===== src/hdl/gap_write_pkg.sv =====
// Constants and carrier types for the gap write decoder.
package gap_write_pkg;

  // ----------------------------------------------------------------
  // Symbol windows, in counted field clock periods.
  // ----------------------------------------------------------------
  localparam int unsigned ZERO_MIN      = 16;  // Shortest interval decoded as a zero.
  localparam int unsigned ZERO_MAX      = 32;  // Longest interval decoded as a zero.
  localparam int unsigned ONE_MIN       = 48;  // Shortest interval decoded as a one.
  localparam int unsigned ONE_MAX       = 64;  // Longest interval decoded as a one.
  localparam int unsigned CNT_W         = 7;   // Counter width, holds ONE_MAX + 1.
  localparam logic [6:0]  CNT_SAT       = 7'h41; // Saturation value, just above ONE_MAX.

  // ----------------------------------------------------------------
  // Frame layout.
  // ----------------------------------------------------------------
  localparam logic [1:0]  WRITE_OPCODE  = 2'h2;  // Binary one-zero.
  localparam int unsigned OPCODE_BITS   = 2;
  localparam int unsigned DATA_BITS     = 32;
  localparam int unsigned ADDR_BITS     = 4;
  localparam int unsigned FRAME_BITS    = OPCODE_BITS + DATA_BITS + ADDR_BITS;
  localparam int unsigned BIT_CNT_W     = 6;   // Holds FRAME_BITS.
  localparam int unsigned FIFO_DEPTH    = 8;   // Write command buffer depth.

  // ----------------------------------------------------------------
  // Carrier types.
  // ----------------------------------------------------------------
  // One committed write: data word and target block.
  typedef struct packed {
    logic [3:0]  block;
    logic [31:0] data;
  } write_cmd_t;

  // Operating mode of the transponder.
  typedef enum logic {MODE_READ, MODE_WRITE} mode_t;

endpackage : gap_write_pkg


===== src/hdl/gap_write_decoder.sv =====
// Gap write decoder with its write command FIFO.
`timescale 1ns/1ps

// ------------------------------------------------------------------
// Synchronous FIFO with valid/ready on both sides.
// ------------------------------------------------------------------
module gap_cmd_fifo #(
  parameter int unsigned WIDTH = 36,
  parameter int unsigned DEPTH = 8
) (
  // Clock and reset.
  input  wire logic             sys_clk,
  input  wire logic             reset,
  // Fill side.
  input  wire logic             in_valid,
  output logic                  in_ready,
  input  wire logic [WIDTH-1:0] in_data,
  // Drain side.
  output logic                  out_valid,
  input  wire logic             out_ready,
  output logic [WIDTH-1:0]      out_data
);
  localparam int unsigned AW = (DEPTH > 1) ? $clog2(DEPTH) : 1;

  // Power-of-two depth keeps pointer wrap free.
  if (DEPTH < 2 || (DEPTH & (DEPTH - 1)) != 0)
  begin : g_bad_depth
    $error("FIFO depth must be a power of two of at least 2.");
  end

  logic [WIDTH-1:0] mem_r [DEPTH];  // Storage array.
  logic [AW:0]      wr_ptr_r;       // Write pointer with wrap bit.
  logic [AW:0]      rd_ptr_r;       // Read pointer with wrap bit.
  logic             full;           // No free entry.
  logic             empty;          // No stored entry.

  assign full      = (wr_ptr_r[AW] != rd_ptr_r[AW]) && (wr_ptr_r[AW-1:0] == rd_ptr_r[AW-1:0]);
  assign empty     = (wr_ptr_r == rd_ptr_r);
  assign in_ready  = !full;
  assign out_valid = !empty;
  assign out_data  = mem_r[rd_ptr_r[AW-1:0]];

  // Write pointer and storage.
  always_ff @(posedge sys_clk or posedge reset)
  begin
    if (reset)
      wr_ptr_r <= '0;
    else if (in_valid && !full)
    begin
      mem_r[wr_ptr_r[AW-1:0]] <= in_data;
      wr_ptr_r                <= wr_ptr_r + 1'b1;
    end
  end

  // Read pointer.
  always_ff @(posedge sys_clk or posedge reset)
  begin
    if (reset)
      rd_ptr_r <= '0;
    else if (out_ready && !empty)
      rd_ptr_r <= rd_ptr_r + 1'b1;
  end

endmodule : gap_cmd_fifo

// ------------------------------------------------------------------
// Top: field clock and gap sampling, symbol decode, frame assembly.
// ------------------------------------------------------------------
module gap_write_decoder
  import gap_write_pkg::*;
#(
  parameter int unsigned ID_WIDTH = 64,
  parameter logic [63:0] ID_CODE  = 64'h0123_4567_89ab_cdef  // Arbitrary value.
) (
  // Clock and reset.
  input  wire logic  sys_clk,
  input  wire logic  reset,
  // Front end: recovered field clock and gap detector.
  input  wire logic  field_clk,
  input  wire logic  gap_det,
  // Uplink modulation bit for read mode.
  output logic       mod_out,
  // Write commands to nonvolatile memory.
  output logic       prog_valid,
  input  wire logic  prog_ready,
  output write_cmd_t prog_cmd,
  // Status.
  output logic       write_mode,
  output logic       frame_err,
  output logic       frame_ok
);

  if (ID_WIDTH < 1 || ID_WIDTH > 64)
  begin : g_bad_id
    $error("ID_WIDTH must lie from 1 through 64.");
  end

  // ----------------------------------------------------------------
  // Input synchronisers.
  // ----------------------------------------------------------------
  logic [1:0] fclk_sync_r;   // Field clock, two stages.
  logic [1:0] gap_sync_r;    // Gap detector, two stages.
  logic       fclk_prev_r;   // Previous synchronised field clock.
  logic       gap_prev_r;    // Previous synchronised gap level.
  logic       fclk_rise;     // One field clock period seen.
  logic       gap_start;     // Leading edge of a detected gap.

  // Both pins are asynchronous; only the second stage feeds logic.
  always_ff @(posedge sys_clk or posedge reset)
  begin
    if (reset)
    begin
      fclk_sync_r <= 2'h0;
      gap_sync_r  <= 2'h0;
      fclk_prev_r <= 1'b0;
      gap_prev_r  <= 1'b0;
    end
    else
    begin
      fclk_sync_r <= {fclk_sync_r[0], field_clk};
      gap_sync_r  <= {gap_sync_r[0], gap_det};
      fclk_prev_r <= fclk_sync_r[1];
      gap_prev_r  <= gap_sync_r[1];
    end
  end

  assign fclk_rise = fclk_sync_r[1] && !fclk_prev_r;
  assign gap_start = gap_sync_r[1] && !gap_prev_r;

  // ----------------------------------------------------------------
  // Inter-gap counter.
  // ----------------------------------------------------------------
  logic [CNT_W-1:0] cnt_r;   // Field clocks since the last gap.
  logic             armed_r; // A start gap has been seen.

  // Counts every pulse the device sees, including those during field
  // decay, so the windows apply to internal counts.
  always_ff @(posedge sys_clk or posedge reset)
  begin
    if (reset)
      cnt_r <= '0;
    else if (gap_start)
      cnt_r <= '0;
    else if (fclk_rise && cnt_r != CNT_SAT)
      cnt_r <= cnt_r + 1'b1;
  end

  // ----------------------------------------------------------------
  // Symbol decode.
  // ----------------------------------------------------------------
  logic sym_zero;  // Interval in the zero window.
  logic sym_one;   // Interval in the one window.

  assign sym_zero = (cnt_r >= CNT_W'(ZERO_MIN)) && (cnt_r <= CNT_W'(ZERO_MAX));
  assign sym_one  = (cnt_r >= CNT_W'(ONE_MIN)) && (cnt_r <= CNT_W'(ONE_MAX));

  // ----------------------------------------------------------------
  // Frame assembly.
  // ----------------------------------------------------------------
  mode_t                   mode_r;    // Read or write mode.
  logic [BIT_CNT_W-1:0]    nbits_r;   // Bits taken this frame.
  logic [FRAME_BITS-1:0]   shift_r;   // Frame bits, first in at top.
  logic                    err_r;     // Error pulse.
  logic                    ok_r;      // Commit pulse.
  logic                    fifo_in_ready;
  logic                    sym_bit;
  logic                    sym_err;

  assign sym_bit = sym_one;
  assign sym_err = !(sym_zero || sym_one);

  // The first gap arms the decoder; each later gap closes a symbol.
  // A gap with a full frame already held ends the frame: the extra
  // bit makes the count wrong, so it is an error, not a commit.
  always_ff @(posedge sys_clk or posedge reset)
  begin
    if (reset)
    begin
      mode_r  <= MODE_READ;
      armed_r <= 1'b0;
      nbits_r <= '0;
      shift_r <= '0;
      err_r   <= 1'b0;
    end
    else
    begin
      err_r <= 1'b0;
      if (gap_start)
      begin
        if (!armed_r)
        begin
          // Start gap: open a fresh frame.
          armed_r <= 1'b1;
          mode_r  <= MODE_WRITE;
          nbits_r <= '0;
        end
        else if (sym_err || nbits_r == BIT_CNT_W'(FRAME_BITS))
        begin
          // Bad interval or overlong frame: drop everything.
          armed_r <= 1'b0;
          mode_r  <= MODE_READ;
          nbits_r <= '0;
          err_r   <= 1'b1;
        end
        else if (nbits_r == BIT_CNT_W'(1) && !(shift_r[0] == WRITE_OPCODE[1] && sym_bit == WRITE_OPCODE[0]))
        begin
          // Wrong op-code means this is no write frame.
          armed_r <= 1'b0;
          mode_r  <= MODE_READ;
          nbits_r <= '0;
          err_r   <= 1'b1;
        end
        else
        begin
          shift_r <= {shift_r[FRAME_BITS-2:0], sym_bit};
          nbits_r <= nbits_r + 1'b1;
        end
      end
      else if (armed_r && cnt_r == CNT_SAT && nbits_r != BIT_CNT_W'(FRAME_BITS))
      begin
        // Silence before the frame is complete: the interval can never
        // reach a window, so drop the frame and go back to read.
        armed_r <= 1'b0;
        mode_r  <= MODE_READ;
        nbits_r <= '0;
        err_r   <= 1'b1;
      end
      else if (ok_r)
      begin
        // Frame committed, back to read mode.
        armed_r <= 1'b0;
        mode_r  <= MODE_READ;
        nbits_r <= '0;
      end
    end
  end

  // ----------------------------------------------------------------
  // Commit: the last gap of a frame is followed by silence. Once the
  // counter saturates with exactly FRAME_BITS held, the frame is done.
  // A reader that keeps gapping instead gets the error path above.
  // ----------------------------------------------------------------
  always_ff @(posedge sys_clk or posedge reset)
  begin
    if (reset)
      ok_r <= 1'b0;
    else
      ok_r <= armed_r && !ok_r && !gap_start && cnt_r == CNT_SAT
              && nbits_r == BIT_CNT_W'(FRAME_BITS);
  end

  // ----------------------------------------------------------------
  // Command buffer toward memory.
  // ----------------------------------------------------------------
  write_cmd_t fifo_in;   // Data word and block from the frame.
  write_cmd_t fifo_out;  // Head of the buffer.
  logic       fifo_valid;
  logic       fifo_full_drop; // Commit met a full buffer.

  assign fifo_in.data  = shift_r[ADDR_BITS +: DATA_BITS];
  assign fifo_in.block = shift_r[ADDR_BITS-1:0];
  assign fifo_full_drop = ok_r && !fifo_in_ready;

  gap_cmd_fifo #(
    .WIDTH ($bits(write_cmd_t)),
    .DEPTH (FIFO_DEPTH)
  ) u_fifo (
    .sys_clk   (sys_clk),
    .reset     (reset),
    .in_valid  (ok_r),
    .in_ready  (fifo_in_ready),
    .in_data   (fifo_in),
    .out_valid (fifo_valid),
    .out_ready (prog_ready && prog_valid),
    .out_data  (fifo_out)
  );

  // Registered view of the head; the FIFO pops when memory takes it.
  always_ff @(posedge sys_clk or posedge reset)
  begin
    if (reset)
    begin
      prog_valid <= 1'b0;
      prog_cmd   <= '0;
    end
    else if (!prog_valid || prog_ready)
    begin
      prog_valid <= fifo_valid && !(prog_valid && prog_ready);
      prog_cmd   <= fifo_out;
    end
  end

  // ----------------------------------------------------------------
  // Read mode: identification shifted out endlessly.
  // ----------------------------------------------------------------
  logic [5:0] id_idx_r;  // Current identification bit.

  always_ff @(posedge sys_clk or posedge reset)
  begin
    if (reset)
    begin
      id_idx_r <= 6'h00;
      mod_out  <= 1'b0;
    end
    else if (mode_r == MODE_WRITE)
      mod_out <= 1'b0;  // Stay quiet while receiving.
    else if (fclk_rise)
    begin
      mod_out  <= ID_CODE[id_idx_r];
      id_idx_r <= (id_idx_r == 6'(ID_WIDTH - 1)) ? 6'h00 : id_idx_r + 1'b1;
    end
  end

  // ----------------------------------------------------------------
  // Status outputs, all registered.
  // ----------------------------------------------------------------
  always_ff @(posedge sys_clk or posedge reset)
  begin
    if (reset)
    begin
      write_mode <= 1'b0;
      frame_err  <= 1'b0;
      frame_ok   <= 1'b0;
    end
    else
    begin
      write_mode <= (mode_r == MODE_WRITE);
      frame_err  <= err_r || fifo_full_drop;
      frame_ok   <= ok_r && fifo_in_ready;
    end
  end

endmodule : gap_write_decoder


===== config.mk =====
export PLATFORM = sky130hd
export DESIGN_NAME = gap_write_decoder
export DESIGN_NICKNAME = d
export VERILOG_FILES = /design/src/hdl/gap_write_pkg.sv /design/src/hdl/gap_write_decoder.sv
export SDC_FILE = /design/constraint.sdc
export NUM_CORES = 1
export LEC_CHECK = 0
export ABC_AREA = 1
export BUFFER_PORTS_ARGS = -buffer_cell sky130_fd_sc_hd__buf_4
export CORE_UTILIZATION = 55
export DETAILED_ROUTE_END_ITERATION = 6
export PLACE_DENSITY = 0.72
export SETUP_SLACK_MARGIN = 0.15
export SYNTH_ARGS = -nofsm -noshare
export SYNTH_HDL_FRONTEND = slang
export SYNTH_SLANG_ARGS = --single-unit

===== constraint.sdc =====
create_clock -name sys_clk -period 9.6 [get_ports sys_clk]
set_clock_uncertainty 0.2 [all_clocks]
set_input_delay 0 -clock sys_clk [delete_from_list [all_inputs] [get_ports sys_clk]]
set_output_delay 0 -clock sys_clk [all_outputs]
set_load 0.01 [all_outputs]

==> run metrics, run 1 <==
final setup vio count 0; Worst-path clk slew 0.06 ns; register area share after synthesis 72.0%; 1st-pass router iterations 7; Final min period 3.65 ns; multi-input logic area 4030 um2; Sw Share 32.7%; initial antenna violation count 0; CP Class reg -> reg; CP Launch Point u_fifo.rd_ptr_r[0]; gr ovfl total 0; CTS root buf clkbuf_16; layout overhead on the synthesized area 12.9%; design area 18000 um2; HPWL after detailed placement 18700 um; startpoint types register; Port Buffers 45; largest fanout on the critical path 48; slew margin rel. 21.0%; DR WL/cell 19.7 um; vias in the first global route 10.2k; Cells after Synth 1308; WP data required 9.54 ns; vias 10.3k; fill cell count 2141; syn nets 1326; arrival time at the worst endpoint 3.59 ns; FF-to-FF Start u_fifo.rd_ptr_r[0]; antenna viol nets, final 0; VDD IR max 0.000249 V; clock share of power 31.4%; Clock Path Buffers 3; nets 1362; reg2reg path depth 8; FF+latch count, synth 402; ant diodes 0; setup tns final 0 ns; CP endpoint u_fifo.mem_r[6][16]; reg2reg end u_fifo.mem_r[6][16]; RePlAce Congestion 0.832; register share of total power 43.0%; Num Clock Sinks 402; residual DRC count 0; H-tree levels 2; dpl cells 1677; Die Area 29700 um2; synthesized cell area 16000 um2; FF+latch area 11500 um2; Worst-Margin Slew 1.18 ns; leakage power figure 7.50 nW; yosys warns 0; I/O pins 46; fin cells 1762; Num CTS Buffers 42; first-pass GRT wire length 55100 um; worst min path class reg -> reg; Core ar. 28600 um2; Rows 62; via density per instance 5.84; reg-to-reg slack, setup 5.95 ns; count of pins over their slew limit 0; Placement Cell Area 16600 um2; PwrDens 271 nW/um2; crit share post-route 38.1%; pin count of the biggest net entering global routing 103; Internal Dissipation 3.28 mW; combinational power share 25.6%; # Max-Cap Violations 0; layout cells sized above 1 10.7%; clk_lat worst skew 0.54 ns; final hold viol count 0; Setup crit end kind register; outcome finished clean; Die Height 172 um; library cells used by synthesis 34; Die Wd 172 um; WL final 34800 um; Initial Util 55.8%; Net Switching 1.60 mW; Iter 0 DRT Violations 1034; RSZ-0062 raised after global routing no; Syn Area/Cell 12.2 um2; FMAX 0.274 GHz; gr usage total 24.4%; CTS tree yes
worst max-delay path, cell delays in order, from the launching register on:
cell and delay [ns]:
dfrtp_4 0.68, inv_4 0.43, nand2_1 0.08, and2_1 0.18, nand4_1 0.09, nand2_1 0.08, inv_1 0.14, nand3_1 0.33
nor2_4 1.00
synth_stat cells:
| cell | n | share of area, % |
|---|---|---|
| a21oi_1 | 7 | 0.22 |
| nor3_1 | 3 | 0.094 |
| o221ai_1 | 54 | 3.0 |
| inv_4 | 1 | 0.039 |
| buf_2 | 18 | 0.56 |
| clkinv_1 | 2 | 0.047 |
| xor2_1 | 10 | 0.55 |
| nand3_1 | 114 | 3.6 |
| nand4_1 | 6 | 0.24 |
| clkbuf_1 | 54 | 1.3 |
| o21bai_1 | 1 | 0.047 |
| and3b_1 | 1 | 0.055 |
| or2_2 | 1 | 0.039 |
| nand3b_1 | 1 | 0.047 |
| o22ai_1 | 19 | 0.74 |
| inv_2 | 4 | 0.094 |
| o211ai_1 | 23 | 1.1 |
| and2_1 | 1 | 0.039 |
| nand2_4 | 1 | 0.071 |
| inv_1 | 36 | 0.85 |
| nor2_2 | 2 | 0.078 |
| o21a_1 | 1 | 0.047 |
| buf_6 | 3 | 0.21 |
| nand2_1 | 171 | 4.0 |
| dfrtp_1 | 114 | 18 |
| buf_4 | 1 | 0.047 |
| o21ai_0 | 165 | 5.2 |
| ha_1 | 13 | 1.0 |
| edfxtp_1 | 288 | 54 |
| nor3b_1 | 1 | 0.047 |
| nand2_2 | 1 | 0.039 |
| nor2_1 | 187 | 4.4 |
| nor2_8 | 1 | 0.13 |
| xnor2_1 | 3 | 0.16 |
repair_timing:
item / CTS / global route
buffers inserted: 0 / 0
hold endpoints to repair: 84 / 0
gates resized for setup: 0 / 0
hold buffers: 7 / 0
registers in the layout (all words and copies together) (netlist names), 4 cells and up:
| name | count |
|---|---|
| id_idx_r | 6 |
| shift_r | 36 |
| prog_cmd | 36 |
| cnt_r | 7 |
| nbits_r | 6 |
| u_fifo.wr_ptr_r | 4 |
| u_fifo.rd_ptr_r | 4 |
| u_fifo.mem_r | 288 |
per-stage QoR:
step / total power, mW / setup slack (ns) / hold slack, ns / util (%)
finish: 4.88 / 5.95 / 0.148 / 63.0
global route: 5.14 / 5.73 / 0.159 / 63.0
CTS: 4.90 / 5.91 / 0.148 / 63.0
floorplan: 2.96 / 4.47 / -0.169 / -
global placement: 3.33 / 5.98 / -0.0886 / 58.1
detailed placement: 3.37 / 5.93 / -0.0896 / 58.1
logic make-up after synthesis:
kind of cell / after synthesis / synth area share [%]
xor+xnor: 13 / 0.713
fa+ha+maj: 13 / 1.02
simple gates: 491 / 12.9
compound gates: 270 / 10.3
flops: 402 / 72.0
buf+inv: 119 / 3.12
layer usage:
metal / routed length (um) / vias to the layer above / global-route usage [%] / share of wire (%)
li1: - / 4795 / - / -
met1: 14800 / 5107 / 32.5 / 42
met2: 17400 / 333 / 41.9 / 50
met3: 1960 / 49 / 3.43 / 5.6
met4: 678 / 0 / 6.81 / 1.9
met5: 0 / - / 0 / 0
power by group through the flow:
stage                     Combinational, mW  Clock, mW  Sequential (mW)
after detailed placement               1.24          0             2.13
after CTS                              1.26       1.55             2.10
after global routing                   1.40       1.62             2.11
final                                  1.25       1.53             2.10
after floorplan                       0.886          0             2.07
after global placement                 1.21          0             2.12
placed cells by master, fill, tap and decap left out, types with 2 or more instances in the layout:
cell	instances
edfxtp_1	288
nor2_1	179
nand2_1	171
o21ai_0	165
nand3_1	114
dfrtp_1	110
buf_4	61
o221ai_1	54
clkbuf_16	42
inv_1	35
o211ai_1	23
o22ai_1	19
ha_1	13
xor2_1	10
clkbuf_1	9
clkinv_2	9
clkinv_1	8
nor2_4	8
a21oi_1	7
dlygate4sd3_1	7
nand4_1	6
inv_2	4
clkinvlp_4	4
nor3_1	3
xnor2_1	3
dfrtp_2	3
inv_4	2
nor2_2	2
inv_6	2
clkbuf_8	2
bufinv_16	2
area by class of cell:
cell class,count,share of cell area [%]
Sequential cell,402,63.8
Timing Repair Buffer,68,2.93
Tap cell,384,2.67
Clock inverter,25,1.11
Inverter,43,0.923
Multi-Input combinational cell,787,22.4
Clock buffer,53,6.17
worst min-delay path by stage:
| stage | start | to | slack, ns | depth (start not counted) |
|---|---|---|---|---|
| global placement | field_clk | fclk_sync_r[0] | -0.09 | 1 |
| finish | fclk_sync_r[0] | fclk_sync_r[1] | 0.15 | 0 |
| detailed placement | gap_det | gap_sync_r[0] | -0.09 | 1 |
| global route | fclk_sync_r[0] | fclk_sync_r[1] | 0.16 | 0 |
| CTS | fclk_sync_r[0] | fclk_sync_r[1] | 0.15 | 0 |
| floorplan | field_clk | fclk_sync_r[0] | -0.17 | 0 |
(Power assumes the default switching activity.)
==> run 2: changes to the inputs <==
==> constraint.sdc (replaced) <==
create_clock -name sys_clk -period 3.7 [get_ports sys_clk]
set_clock_uncertainty 0.2 [all_clocks]
set_input_delay 0 -clock sys_clk [delete_from_list [all_inputs] [get_ports sys_clk]]
set_output_delay 0 -clock sys_clk [all_outputs]
set_load 0.01 [all_outputs]
==> run 2 against run 1 <==
Clock power grew 150%. Sequential power increased to 2.5 times the previous value. Combinational power grew to 2.8 times the previous value. Core utilization grew 0.35 points. Critical endpoint is now prog_cmd[3]. Largest cell class unchanged.
==> run metrics, run 2 (synthesized netlist as in run 1, its figures left out) <==
outcome finished clean (unchanged); Setup crit end kind register (unchanged); via density per instance 5.99 (was 5.84); fin util 63.3% (was 63.0%); crit-path leading delay family buffers and inverters (was simple AND/OR/NAND/NOR gates); gr usage total 25.4% (was 24.4%); layout cells sized above 1 10.9% (was 10.7%); vias in the first global route 10.3k (was 10.2k); I/O pins 46 (unchanged); leakage power figure 7.53 nW (was 7.50 nW); Die Height 172 um (unchanged); final hold viol count 0 (unchanged); gr ovfl total 0 (unchanged); Crit path buffers/inverters 3 (was 2); Num Clock Sinks 402 (unchanged); FMAX 0.365 GHz (was 0.274 GHz); final setup vio count 0 (unchanged); slowest CP cell buf_4 (was nor2_4); Worst-Margin Slew 1.04 ns (was 1.18 ns); layout overhead on the synthesized area 13.5% (was 12.9%); RePlAce Congestion 0.821 (was 0.832); Crit. path cell count 7 (was 8); max reg flops 288 (unchanged); CTS tree yes (unchanged); DR WL/cell 20.8 um (was 19.7 um); WP data required 3.97 ns (was 9.54 ns); Die Wd 172 um (unchanged); Clock Path Buffers 3 (unchanged); first-pass GRT wire length 56600 um (was 55100 um); # Max-Cap Violations 0 (unchanged); worst min path class in -> async (was reg -> reg); VDD IR max 0.000535 V (was 0.000249 V); slew margin rel. 31.0% (was 21.0%); Final min period 2.74 ns (was 3.65 ns); most frequent cells in the layout 288 x edfxtp_1, 179 x nor2_1, 171 x nand2_1 (unchanged); startpoint types register (unchanged); Rows 62 (unchanged); setup tns final 0 ns (unchanged); Die Area 29700 um2 (unchanged); HPWL after detailed placement 18800 um (was 18700 um); count of pins over their slew limit 0 (unchanged); ant diodes 0 (unchanged); crit share post-route 74.1% (was 38.1%); Num CTS Buffers 40 (was 42); residual DRC count 0 (unchanged); Core ar. 28600 um2 (unchanged); antenna viol nets, final 0 (unchanged); largest fanout on the critical path 80 (was 48); Power, Total 12.6 mW (was 4.88 mW); fin cells 1765 (was 1762); 1st-pass router iterations 5 (was 7); post-CTS setup buffers 0 (unchanged); PwrDens 695 nW/um2 (was 271 nW/um2); initial antenna violation count 0 (unchanged); cell chain of the critical path inv_4 -> buf_4 -> buf_4 -> o21ai_0 -> o221ai_1 -> o211ai_1 -> nand2_1 (was inv_4 -> nand2_1 -> and2_1 -> nand4_1 -> nand2_1 -> inv_1 -> nand3_1 -> nor2_4); WL final 36700 um (was 34800 um); post-CTS sizing 0 (unchanged); pin count of the biggest net entering global routing 148 (was 103); Worst-path clk slew 0.06 ns (about the same); RSZ-0062 raised after global routing no (unchanged); hold buffers post-CTS 6 (was 7); leading cell type in the layout, fill and taps excluded edfxtp_1 (unchanged); dpl cells 1685 (was 1677); clk_lat worst skew 0.54 ns (about the same); crit-path max cell delay 0.75 ns (was 1.00 ns); CTS root buf clkbuf_16 (unchanged); CP dominant cell by count buf_4 (was nand2_1); Port Buffers 45 (unchanged); nets 1367 (was 1362); H-tree levels 2 (unchanged); Iter 0 DRT Violations 966 (was 1034); vias 10.6k (was 10.3k); reg2reg path depth 7 (was 8); Initial Util 55.8% (unchanged); CP Class reg -> reg (unchanged); arrival time at the worst endpoint 3.01 ns (was 3.59 ns)
==> run 2: where the power goes <==
group,total [mW],switching [mW],internal [mW]
Clock,3.82,1.66,2.16
Sequential,5.31,0.261,5.05
Combinational,3.47,2.24,1.23
==> run 2: layout make-up <==
class / count / area, um2
flip-flops and latches: 402 / 11500
fillers: 2093 / 10500
multi-input cells: 787 / 4030
clock buffers: 58 / 1100
repair buffers: 75 / 703
well taps: 384 / 480
inverters: 43 / 168
clock inverters: 16 / 139
==> run 2: layer usage <==
metal,GRT usage [%],vias up,share of wire (%)
met1,34.0,5270,41
met4,8.46,0,2.5
li1,-,4810,-
met2,42.9,429,50
met3,3.64,68,6.7
met5,0,-,0
==> run 2: per-stage QoR <==
step                      hold slack, ns  setup WS [ns]  cell area (um2)
after detailed placement         -0.0897          0.951            16800
after floorplan                   -0.169        -0.0487            16000
after CTS                          0.103          0.949            18100
final                             0.0789          0.959            18100
after global routing               0.155          0.783            18100
after global placement           -0.0895           1.06            16800
==> run 2: tightest hold or removal path, delay by kind of cell <==
kind | cells | cell delay (ns)
buffers and inverters | 4 | 1.29
==> run 2: final timing paths <==
path                               startpoint             to  slack [ns]
max                        u_fifo.rd_ptr_r[0]    prog_cmd[3]        0.96
min                                     reset   prog_cmd[33]        0.08
max reg2reg                u_fifo.rd_ptr_r[0]    prog_cmd[3]        0.96
min reg2reg                     gap_sync_r[0]  gap_sync_r[1]        0.15
max in group asynchronous               reset    shift_r[32]        1.73
min in group sys_clk            gap_sync_r[0]  gap_sync_r[1]        0.15
